==> src/shared/debug_break_map.vh <==
// Register map and field positions of the debug break unit.
// Assumes a 32-bit classic Wishbone slave decoding word addresses.
`ifndef DEBUG_BREAK_MAP_VH
`define DEBUG_BREAK_MAP_VH

`define DBG_ADDR_W          28
`define DBG_OFS_CTRL_LOW    28'h0078000
`define DBG_OFS_STAT_LOW    28'h0078002
`define DBG_OFS_IBA0        28'h0078004
`define DBG_OFS_IBA1        28'h0078008
`define DBG_OFS_DBA         28'h007800C
`define DBG_OFS_CTRL_HIGH   28'h0078010
`define DBG_OFS_STAT_HIGH   28'h0078012
`define DBG_OFS_IBA2        28'h0078014

`define DBG_CTL_MONITOR     0
`define DBG_CTL_STEP        1
`define DBG_CTL_IBE0        2
`define DBG_CTL_IBE1        3
`define DBG_CTL_DBE         4
`define DBG_CTL_RDBE        5
`define DBG_CTL_WRBE        6
`define DBG_CTL_IBE2        0

`define DBG_ST_HALT         0
`define DBG_ST_STEP         1
`define DBG_ST_IB0          2
`define DBG_ST_IB1          3
`define DBG_ST_DB           4
`define DBG_ST_RD           5
`define DBG_ST_WR           6
`define DBG_ST_BRK          7
`define DBG_ST_IB2          0

`define DBG_CTRL_RESET      8'h00
`define DBG_STAT_RESET      8'h00
`define DBG_ADDR_RESET      28'h0000000

`endif

==> src/rtl/break_compare.v <==
// One break address comparator with enable.
// Assumes address and register on the same clock; purely combinational.
`timescale 1ns/1ps
`default_nettype none
module break_compare #(
  parameter AW = 28,
  parameter IGNORE_LSB = 1
) (
  input  wire [AW-1:0] breakAddr,
  input  wire [AW-1:0] busAddr,
  input  wire          enable,
  output wire          hit
);
  wire [AW-1:0] mask;
  // Instruction compares drop bit 0; data compares need every bit
  assign mask = IGNORE_LSB ? {{(AW-1){1'b1}}, 1'b0} : {AW{1'b1}};
  assign hit  = enable && (((breakAddr ^ busAddr) & mask) == {AW{1'b0}});
endmodule // break_compare
`default_nettype wire

==> src/rtl/debug_break_unit.v <==
// Debug break unit: control, cause status, address comparators, masks.
// Assumes CPU pipeline strobes on clk; halt request pin is asynchronous.
//
// Design decision made here: the Wishbone slave port.
`timescale 1ns/1ps
`include "debug_break_map.vh"
`default_nettype none
module debug_break_unit #(
  parameter AW = `DBG_ADDR_W
) (
  input  wire          clk,
  input  wire          arst_n,
  // Classic Wishbone slave
  input  wire          wb_cyc_i,
  input  wire          wb_stb_i,
  input  wire          wb_we_i,
  input  wire [31:0]   wb_adr_i,
  input  wire [3:0]    wb_sel_i,
  input  wire [31:0]   wb_dat_i,
  output reg  [31:0]   wb_dat_o,
  output reg           wb_ack_o,
  output wire          wb_err_o,
  // CPU fetch side
  input  wire          fetchValid,
  input  wire [31:0]   fetchPc,
  input  wire          softBreakExec,
  // CPU data side, one pulse when an access completes
  input  wire          dataAccessDone,
  input  wire          dataAccessWrite,
  input  wire [31:0]   dataAccessAddr,
  // Mode changes from the CPU
  input  wire          monitorReturn,
  input  wire          instrRetired,
  // Asynchronous pin
  input  wire          external_halt_request_n,
  // Other exception requests from the CPU
  input  wire          excReset,
  input  wire          excAddrError,
  input  wire          excDivZero,
  input  wire          excSoftInt,
  input  wire          excIrq,
  input  wire          excNmi,
  input  wire          excOther,
  // Outputs to the CPU
  output reg           debugException,
  output wire          in_monitor_flag,
  output wire          excAllowed,
  output wire          excDebugPath,
  output wire          excMasked
);
  reg  [7:0]    ctrlLow_q;
  reg           ctrlHigh_q;
  reg  [4:0]    ctrlHighFix_q;
  reg  [7:0]    statLow_q;
  reg           statHigh_q;
  reg  [AW-1:0] iba0_q;
  reg  [AW-1:0] iba1_q;
  reg  [AW-1:0] iba2_q;
  reg  [AW-1:0] dba_q;
  reg           monitor_q;
  reg           postReturn_q;
  reg           haltSync1_q;
  reg           haltSync2_q;
  reg           haltPrev_q;
  reg           dataBreakPend_q;
  reg           dataBreakRd_q;
  reg           dataBreakWr_q;

  wire          reqValid;
  wire          wrOk;
  wire [AW-1:0] wordAddr;
  wire          hitCtrl;
  wire          hitStat;
  wire          hitIba0;
  wire          hitIba1;
  wire          hitDba;
  wire          hitCtrlH;
  wire          hitStatH;
  wire          hitIba2;
  wire          mapped;
  wire [2:0]    ibHit;
  wire [2:0]    ibEnable;
  wire [AW-1:0] ibAddr [0:2];
  wire          dbMatch;
  wire          userMode;
  wire          haltFall;
  wire          stepFactor;
  wire          rdFactor;
  wire          wrFactor;
  wire          anyFactor;

  assign in_monitor_flag = monitor_q;
  assign userMode        = !monitor_q;

  // Bus decode on word addresses; byte lanes select the halfword registers
  assign reqValid = wb_cyc_i && wb_stb_i && !wb_ack_o;
  assign wordAddr = {wb_adr_i[AW-1:2], 2'b00};
  assign hitCtrl  = (wordAddr == `DBG_OFS_CTRL_LOW);
  assign hitIba0  = (wordAddr == `DBG_OFS_IBA0);
  assign hitIba1  = (wordAddr == `DBG_OFS_IBA1);
  assign hitDba   = (wordAddr == `DBG_OFS_DBA);
  assign hitCtrlH = (wordAddr == `DBG_OFS_CTRL_HIGH);
  assign hitIba2  = (wordAddr == `DBG_OFS_IBA2);
  // Status bytes share the word of their control byte, on lane 2
  assign hitStat  = hitCtrl;
  assign hitStatH = hitCtrlH;
  assign mapped   = hitCtrl | hitIba0 | hitIba1 | hitDba | hitCtrlH | hitIba2;
  assign wb_err_o = 1'b0;
  assign wrOk     = reqValid && wb_we_i && monitor_q;

  // Instruction comparators, one per breakpoint
  assign ibEnable = {ctrlHigh_q, ctrlLow_q[`DBG_CTL_IBE1], ctrlLow_q[`DBG_CTL_IBE0]};
  assign ibAddr[0] = iba0_q;
  assign ibAddr[1] = iba1_q;
  assign ibAddr[2] = iba2_q;
  genvar gi;
  generate
    for (gi = 0; gi < 3; gi = gi + 1)
    begin : gIbCmp
      break_compare #(.AW(AW), .IGNORE_LSB(1)) uCmp (
        .breakAddr (ibAddr[gi]),
        .busAddr   (fetchPc[AW-1:0]),
        .enable    (ibEnable[gi] && fetchValid && userMode),
        .hit       (ibHit[gi])
      );
    end
  endgenerate

  // Data comparator needs an exact base match
  break_compare #(.AW(AW), .IGNORE_LSB(0)) uDataCmp (
    .breakAddr (dba_q),
    .busAddr   (dataAccessAddr[AW-1:0]),
    .enable    (ctrlLow_q[`DBG_CTL_DBE] && dataAccessDone && userMode),
    .hit       (dbMatch)
  );
  // Neither qualifier set leaves both terms low
  assign rdFactor = dbMatch && !dataAccessWrite && ctrlLow_q[`DBG_CTL_RDBE];
  assign wrFactor = dbMatch && dataAccessWrite && ctrlLow_q[`DBG_CTL_WRBE];

  assign stepFactor = ctrlLow_q[`DBG_CTL_STEP] && fetchValid && userMode;
  assign haltFall   = haltPrev_q && !haltSync2_q;
  // Data break is reported after the access, with the next fetch
  assign anyFactor  = (fetchValid && userMode && (stepFactor | (|ibHit) | dataBreakPend_q))
                      | (softBreakExec && userMode) | haltFall;

  // Exception gating for the CPU
  assign excMasked    = excOther && (monitor_q || postReturn_q);
  assign excDebugPath = 1'b0;
  assign excAllowed   = excReset | excAddrError | excIrq | excNmi
                        // Return window is left stale on re-entry; debug mode overrides it
                        | ((excDivZero | excSoftInt) && (monitor_q || !postReturn_q))
                        | (excOther && !monitor_q && !postReturn_q);

  always @(posedge clk or negedge arst_n)
  begin
    if (!arst_n)
    begin
      haltSync1_q <= 1'b1;
      haltSync2_q <= 1'b1;
      haltPrev_q  <= 1'b1;
    end
    else
    begin
      haltSync1_q <= external_halt_request_n;
      haltSync2_q <= haltSync1_q;
      haltPrev_q  <= haltSync2_q;
    end
  end

  // Data break held until the next fetch boundary
  always @(posedge clk or negedge arst_n)
  begin
    if (!arst_n)
    begin
      dataBreakPend_q <= 1'b0;
      dataBreakRd_q   <= 1'b0;
      dataBreakWr_q   <= 1'b0;
    end
    else if (monitor_q)
    begin
      dataBreakPend_q <= 1'b0;
      dataBreakRd_q   <= 1'b0;
      dataBreakWr_q   <= 1'b0;
    end
    else
    begin
      if (rdFactor | wrFactor)
        dataBreakPend_q <= 1'b1;
      else if (fetchValid)
        dataBreakPend_q <= 1'b0;
      if (rdFactor)
        dataBreakRd_q <= 1'b1;
      else if (fetchValid && !wrFactor)
        dataBreakRd_q <= 1'b0;
      if (wrFactor)
        dataBreakWr_q <= 1'b1;
      else if (fetchValid && !rdFactor)
        dataBreakWr_q <= 1'b0;
    end
  end

  // Mode tracking and single exception pulse
  always @(posedge clk or negedge arst_n)
  begin
    if (!arst_n)
    begin
      monitor_q      <= 1'b0;
      postReturn_q   <= 1'b0;
      debugException <= 1'b0;
    end
    else
    begin
      debugException <= anyFactor && !monitor_q;
      if (anyFactor && !monitor_q)
        monitor_q <= 1'b1;
      else if (monitorReturn)
        monitor_q <= 1'b0;
      if (monitorReturn && monitor_q)
        postReturn_q <= 1'b1;
      else if (instrRetired)
        postReturn_q <= 1'b0;
    end
  end

  // Registers; event sets win over software writes
  always @(posedge clk or negedge arst_n)
  begin
    if (!arst_n)
    begin
      ctrlLow_q     <= `DBG_CTRL_RESET;
      ctrlHigh_q    <= 1'b0;
      ctrlHighFix_q <= 5'h00;
      statLow_q     <= `DBG_STAT_RESET;
      statHigh_q    <= 1'b0;
      iba0_q        <= `DBG_ADDR_RESET;
      iba1_q        <= `DBG_ADDR_RESET;
      iba2_q        <= `DBG_ADDR_RESET;
      dba_q         <= `DBG_ADDR_RESET;
    end
    else
    begin
      if (wrOk && hitCtrl && wb_sel_i[0])
        ctrlLow_q <= {1'b0, wb_dat_i[6:1], 1'b0};
      if (wrOk && hitCtrlH && wb_sel_i[0])
      begin
        ctrlHigh_q    <= wb_dat_i[`DBG_CTL_IBE2];
        ctrlHighFix_q <= wb_dat_i[5:1];
      end
      if (wrOk && hitIba0)
      begin
        if (wb_sel_i[0]) iba0_q[7:0]   <= wb_dat_i[7:0];
        if (wb_sel_i[1]) iba0_q[15:8]  <= wb_dat_i[15:8];
        if (wb_sel_i[2]) iba0_q[23:16] <= wb_dat_i[23:16];
        if (wb_sel_i[3]) iba0_q[27:24] <= wb_dat_i[27:24];
      end
      if (wrOk && hitIba1)
      begin
        if (wb_sel_i[0]) iba1_q[7:0]   <= wb_dat_i[7:0];
        if (wb_sel_i[1]) iba1_q[15:8]  <= wb_dat_i[15:8];
        if (wb_sel_i[2]) iba1_q[23:16] <= wb_dat_i[23:16];
        if (wb_sel_i[3]) iba1_q[27:24] <= wb_dat_i[27:24];
      end
      if (wrOk && hitIba2)
      begin
        if (wb_sel_i[0]) iba2_q[7:0]   <= wb_dat_i[7:0];
        if (wb_sel_i[1]) iba2_q[15:8]  <= wb_dat_i[15:8];
        if (wb_sel_i[2]) iba2_q[23:16] <= wb_dat_i[23:16];
        if (wb_sel_i[3]) iba2_q[27:24] <= wb_dat_i[27:24];
      end
      if (wrOk && hitDba)
      begin
        if (wb_sel_i[0]) dba_q[7:0]   <= wb_dat_i[7:0];
        if (wb_sel_i[1]) dba_q[15:8]  <= wb_dat_i[15:8];
        if (wb_sel_i[2]) dba_q[23:16] <= wb_dat_i[23:16];
        if (wb_sel_i[3]) dba_q[27:24] <= wb_dat_i[27:24];
      end
      // Flags persist until overwritten in debug mode
      statLow_q <= ((wrOk && hitStat && wb_sel_i[2]) ? wb_dat_i[23:16] : statLow_q)
        | {softBreakExec && userMode,
           dataBreakWr_q && fetchValid && userMode,
           dataBreakRd_q && fetchValid && userMode,
           dataBreakPend_q && fetchValid && userMode,
           ibHit[1], ibHit[0], stepFactor,
           haltFall};
      statHigh_q <= ((wrOk && hitStatH && wb_sel_i[2]) ? wb_dat_i[16] : statHigh_q)
        | ibHit[2];
    end
  end

  // Single-wait answer: ack one cycle after the strobe
  always @(posedge clk or negedge arst_n)
  begin
    if (!arst_n)
    begin
      wb_ack_o <= 1'b0;
      wb_dat_o <= 32'h00000000;
    end
    else
    begin
      wb_ack_o <= reqValid;
      if (reqValid && !wb_we_i)
      begin
        if (hitCtrl)
          wb_dat_o <= {8'h00, statLow_q, 8'h00, ctrlLow_q[7:1], monitor_q};
        else if (hitCtrlH)
          wb_dat_o <= {15'h0000, statHigh_q, 10'h000, ctrlHighFix_q, ctrlHigh_q};
        else if (hitIba0)
          wb_dat_o <= {4'h0, iba0_q};
        else if (hitIba1)
          wb_dat_o <= {4'h0, iba1_q};
        else if (hitIba2)
          wb_dat_o <= {4'h0, iba2_q};
        else if (hitDba)
          wb_dat_o <= {4'h0, dba_q};
        else
          wb_dat_o <= 32'h00000000;
      end
    end
  end
endmodule // debug_break_unit
`default_nettype wire

==> config.mk <==
export PLATFORM = sky130hd
export DESIGN_NAME = debug_break_unit
export DESIGN_NICKNAME = d
export VERILOG_FILES = /design/src/rtl/break_compare.v /design/src/rtl/debug_break_unit.v
export VERILOG_INCLUDE_DIRS = /design/src /design/src/shared
export SDC_FILE = /design/constraint.sdc
export NUM_CORES = 1
export LEC_CHECK = 0
export BUFFER_PORTS_ARGS = -buffer_cell sky130_fd_sc_hd__buf_2
export CAP_MARGIN = 20
export CORE_MARGIN = 4
export CORE_UTILIZATION = 60
export DETAILED_ROUTE_END_ITERATION = 8
export PLACE_DENSITY = 0.86
export SYNTH_ARGS = -nofsm -noshare
export SYNTH_HDL_FRONTEND = slang
export SYNTH_SLANG_ARGS = --single-unit
==> constraint.sdc <==
create_clock -name clk -period 3.35 [get_ports clk]
set_input_delay 0.5025 -clock clk [delete_from_list [all_inputs] [get_ports clk]]
set_output_delay 0.5025 -clock clk [all_outputs]
set_load 0.005 [all_outputs]
== Yosys cells after proc, flatten, opt, wreduce, memory -nomap -nowiden ==
Cells that the tools add are included.

* Word-level logic and storage cells: 163
* Output and inout port bits: 39
* Register bits: 175
* Bits of input ports: 151

* Bitwise logic cells: 17
* Eq/ne operators: 6
* Reductions and logical operators: 87
* Mux-type cells: 21

{| class="wikitable"
|+ Operators with widths
! operator !! count
|-
| == test 26 x 17 -> 1 bit, second input constant || 6
|-
| 2-to-1 mux 28 bit || 5
|-
| zero test 28 bit || 4
|-
| bitwise XOR 28 bit || 4
|-
| logical AND 1 bit || 51
|-
| 2-to-1 mux 32 bit || 1
|-
| AND reduction 2 bit || 16
|-
| 2-to-1 mux 1 bit || 14
|-
| bitwise OR 1 bit || 12
|-
| nonzero test 3 bit || 3
|-
| zero test 1 bit || 8
|-
| 2-to-1 mux 8 bit || 1
|-
| bitwise OR 8 bit || 1
|-
| nonzero test 2 bit || 2
|-
| OR reduction 3 bit || 1
|-
| logical OR 1 bit || 2
|}

== Logic depth before layout (Yosys ltp) ==
* Word-level depth: 11
* Mapped depth: 8
* Depth with buffers taken out: 5

== Hierarchy ==
Synthesis repeated with hierarchy kept, for this count alone.

* Cells, all modules: 830
* Area, all modules: 9432.8 µm²

{| class="wikitable"
|+ By module, submodules not included
! module !! times used !! area an instance (µm²) !! cells an instance
|-
| debug_break_unit || 1 || 8220.4 || 684
|-
| break_compare at gIbCmp[0].uCmp ... || 3 || 300.3 || 36
|-
| break_compare at uDataCmp || 1 || 311.5 || 38
|}

== Worst setup path before layout ==
No wires, ideal clock.

* Path type: input to register
* Start: input port wb_adr_i[23]
* End: register iba1_q[16]
* Arrival: 2.247 ns
* Setup time: 0.125 ns
* Cell stages on the path: 7
* Slack: 0.978 ns
* Cells stage by stage: nor4_2 -> nand4_2 -> or2_1 -> buf_6 -> buf_6 -> nor3_4 -> mux2_4

* Word-level cells in the longest chain between the ends: 3

{| class="wikitable"
|+ RTL lines
! what !! line !! source
|-
| start, declared || debug_break_unit.v:17 || <nowiki>input wire [31:0] wb_adr_i,</nowiki>
|-
| == test 26 x 17 -> 1 bit (no source line) || n/a ||
|-
| logical AND 1 bit || debug_break_unit.v:256 || <nowiki>if (wrOk && hitIba1)</nowiki>
|-
| AND reduction 2 bit (no source line) || n/a ||
|-
| end signal, assigned || debug_break_unit.v:236 || <nowiki>iba1_q <= `DBG_ADDR_RESET;</nowiki>
|-
| end signal, assigned || debug_break_unit.v:260 || <nowiki>if (wb_sel_i[2]) iba1_q[23:16] <= wb_dat_i[23:16];</nowiki>
|-
| end, declared || debug_break_unit.v:57 || <nowiki>reg [AW-1:0] iba1_q;</nowiki>
|}

No other way between the ends.
A chain may end at the register's enable or synchronous reset.

== Final worst setup path ==
* Start: input port wb_adr_i[5]
* End: register iba2_q[6]

* Word-level cells in the longest chain between the ends: 3

{| class="wikitable"
|+ RTL lines
! what !! line !! source
|-
| == test 26 x 17 -> 1 bit (no source line) || n/a ||
|-
| logical AND 1 bit || debug_break_unit.v:263 || <nowiki>if (wrOk && hitIba2)</nowiki>
|-
| AND reduction 2 bit (no source line) || n/a ||
|-
| end signal, assigned || debug_break_unit.v:237 || <nowiki>iba2_q <= `DBG_ADDR_RESET;</nowiki>
|-
| end signal, assigned || debug_break_unit.v:265 || <nowiki>if (wb_sel_i[0]) iba2_q[7:0] <= wb_dat_i[7:0];</nowiki>
|-
| end, declared || debug_break_unit.v:58 || <nowiki>reg [AW-1:0] iba2_q;</nowiki>
|}

No other way between the ends.

==> run_results.csv <==
group,metric,value,unit
cells_and_area,syn_to_final_growth,18.29,%
hold_path,min_path_type,"primary input to asynchronous set/reset pin",
worst_setup_path,worstSetupStartpointType,"primary input",
global_routing,grt-ovfl-total,0,
worst_setup_path,worstSetupEndpointType,"register",
route,dr.first_iter.drc_count,852,
die,die_y,131.6,um
route,post-route-drc-count,0,
placement,routabilityCongestion,0.9955,
clock_tree,clkTransAtPathRegs,60,ps
global_routing,grt_start_max_net_pins,77,
clock_tree,insertion_delay,440,ps
worst_setup_path,r2r_setup_slack,860,ps
pwr,switching_share,24.88,%
pwr,p_comb_share,10.5,%
pwr,ir_worst_vdd,0.3350,mV
die,coreArea,14750,um2
clock_tree,holdBufCountCts,0,
timing,max_freq,390.4,MHz
die,start_util,62.14,%
clock_tree,postCtsSetupBuffers,0,
worst_setup_path,path_class,"primary input to register",
global_routing,grt_pass1_wl,43800,um
synth,syn_avg_cell_area,11.82,um2
cells_and_area,final-seq-area,4283,um2
synth,netlist_instances,776,
die,io_pins,190,
cells_and_area,fin_nets,1101,
cells_and_area,final_common_cell,"dfrtp_1",
global_routing,met3_usage,10.05,%
global_routing,gr-usage-met2,52.12,%
synth,synth_edf_count,0,
pwr,powerDensity,423.8,nW/um2
synth,ys_ff_latch,171,
die,die_w,131.6,um
clock_tree,h-tree-depth,4,
run_status,outcome,"finished, final reports clean",
global_routing,antenna_found_initial,1,
route,antenna_left,0,
synth,ys_types,57,
worst_setup_path,max_stage_delay,620,ps
timing,finalCriticalPeriod,2561,ps
die,dieArea,17320,um2
timing,final_max_slew_viol_count,0,
timing,setup_violations,0,
worst_setup_path,cp_max_fo,22,
route,vias,7407,
timing,hold_viol,0,
placement,hpwlAfterDp,20810,um
global_routing,grt.total_usage,33.05,%
cells_and_area,fillCellCount,1000,
global_routing,use_met1,40.59,%
timing,rsz0062_at_grt,"no",
pwr,leakage,0.005307,uW
timing,finalSetupTns,0,ps
cells_and_area,multi_input_area,4706,um2
clock_tree,clock_sinks,171,
worst_setup_path,crit_slowest_cell,"nor3_4",
placement,portBuffers,164,
clock_tree,ctsResizeCount,0,
route,via_per_inst,6.469,
route,first_pass_iters,5,
synth,synthFlopType,"dfrtp_1",
pwr,total_power,4596,uW
pwr,seq_power_share,46.0,%
timing,relSlewSlack,49.45,%
pwr,internal_power,3452,uW
global_routing,grt_pass1_vias,7705,
cells_and_area,drive_gt1_share,38.75,%
worst_setup_path,path_cells,"buf_2, nor4_2, nand4_2, or2_1, buf_4, nor3_4, mux2_2",
synth,synthArstFlopShare,100.0,%
synth,yosysSeqAreaShare,46.71,%
timing,tightest_slew,751.4,ps
pwr,pwr-share-clk,43.5,%
cells_and_area,final_cell_mix,"dfrtp_1 (168), buf_2 (163), mux2_2 (121)",
synth,netlist_area,9169,um2
timing,final.setup_skew,11.56,ps
worst_setup_path,r2r-start,"in_monitor_flag",
clock_tree,cts.path.max_buffers,2,
clock_tree,clockRootBuffer,"clkbuf_16",
timing,finalCritPeriodShare,76.46,%
worst_setup_path,critPathLaunch,"wb_adr_i[5]",
route,avgRoutedWirePerCell,24.80,um
synth,synth_warnings,0,
worst_setup_path,required,3670,ps
pwr,power_switching,1143,uW
worst_setup_path,crit_arrival,2880,ps
global_routing,busiest_layer,"met2",
clock_tree,cts_tree,"yes",
clock_tree,cts_buffers,17,
flow_run,maxCapViolations,0,
route,drt_wl_total,28400,um
die,row_count,44,
[cells in the mapped netlist (10+ instances only)]
cell type / instances / area, um2
dfrtp_1: 168 / 4204
mux2_2: 121 / 1363
nand2_1: 62 / 232.7
xnor2_1: 61 / 534.3
xor2_1: 48 / 420.4
o21ai_0: 44 / 220.2
mux2i_1: 33 / 330.3
clkbuf_1: 24 / 90.09
nor4_1: 20 / 125.1
nand4_1: 19 / 118.9
a22oi_1: 18 / 135.1
nor3_1: 13 / 65.06
nor3_4: 12 / 195.2
a22o_1: 10 / 87.58
[stage by stage]
| stage | setup slack (ps) | cell area (um2) | util [%] | hold slack (ps) | std cells |
|---|---|---|---|---|---|
| global placement | 481.3 | 10260 | 69.56 | 346.0 | 1115 |
| finish | 788.6 | 10850 | 73.51 | 102.6 | 1145 |
| CTS | 828.6 | 10840 | 73.49 | 120.8 | 1144 |
| global route | 795.7 | 10850 | 73.51 | 148.3 | 1145 |
| floorplan | 978.0 | 9188 | - | 206.9 | 781 |
| detailed placement | 416.1 | 10260 | 69.56 | 347.2 | 1115 |
[logic make-up (layout without fill, tap and decap cells)]
logic type,Yosys count,after routing,share of synthesized area [%]
XOR/XNOR,109,109,10.41
buffers and inverters,42,221,2.252
flip-flops,171,171,46.71
AND/OR/NAND/NOR,183,183,12.73
multiplexers,165,165,20.14
other,1,7,0.04090
AO/OA/AOI/OAI,105,105,7.710
[state kept, by name (all words and copies together), names as in the netlist]
name / count
dba_q: 28
iba0_q: 28
iba1_q: 28
iba2_q: 28
wb_dat_o: 28
statLow_q: 8
ctrlLow_q: 6
ctrlHighFix_q: 5
ctrlHigh_q: 1
dataBreakPend_q: 1
dataBreakRd_q: 1
dataBreakWr_q: 1
debugException: 1
haltPrev_q: 1
haltSync1_q: 1
haltSync2_q: 1
in_monitor_flag: 1
postReturn_q: 1
statHigh_q: 1
wb_ack_o: 1
[worst paths after layout]
check,end,cells past startpoint
max,iba2_q[6],7
min,iba2_q[21],1
max reg2reg,debugException,6
min reg2reg,haltSync2_q,0
max in group asynchronous,iba2_q[12],2
min in group clk,haltSync1_q,1
[worst max-delay path, delay by kind of cell]
kind	cells	cell delay [ps]
and+or+nand+nor	4	1560
buffers and inverters	2	380
muxes	1	410
[metal layers]
layer	share of wire, %	vias up
li1	-	3168
met1	37	3655
met2	47	464
met3	10	120
met4	5.8	0
met5	0	-
[final cells by class]
class	instances	area share [%]
antenna	1	0.02307
clock buffer	21	4.246
clock inverter	8	1.108
inverter	5	0.1731
multi-input combinational	568	43.39
sequential	171	39.49
tap	184	2.123
timing repair buffer	187	9.449
[power by group through the flow]
stage / combinational (uW) / sequential (uW) / clock, uW
floorplan: 194 / 2140 / 0
global placement: 462 / 2150 / 0
detailed placement: 469 / 2150 / 0
CTS: 474 / 2110 / 2000
global route: 513 / 2110 / 2090
finish: 482 / 2110 / 2000
Note: power is estimated with default switching activity, not from simulation.
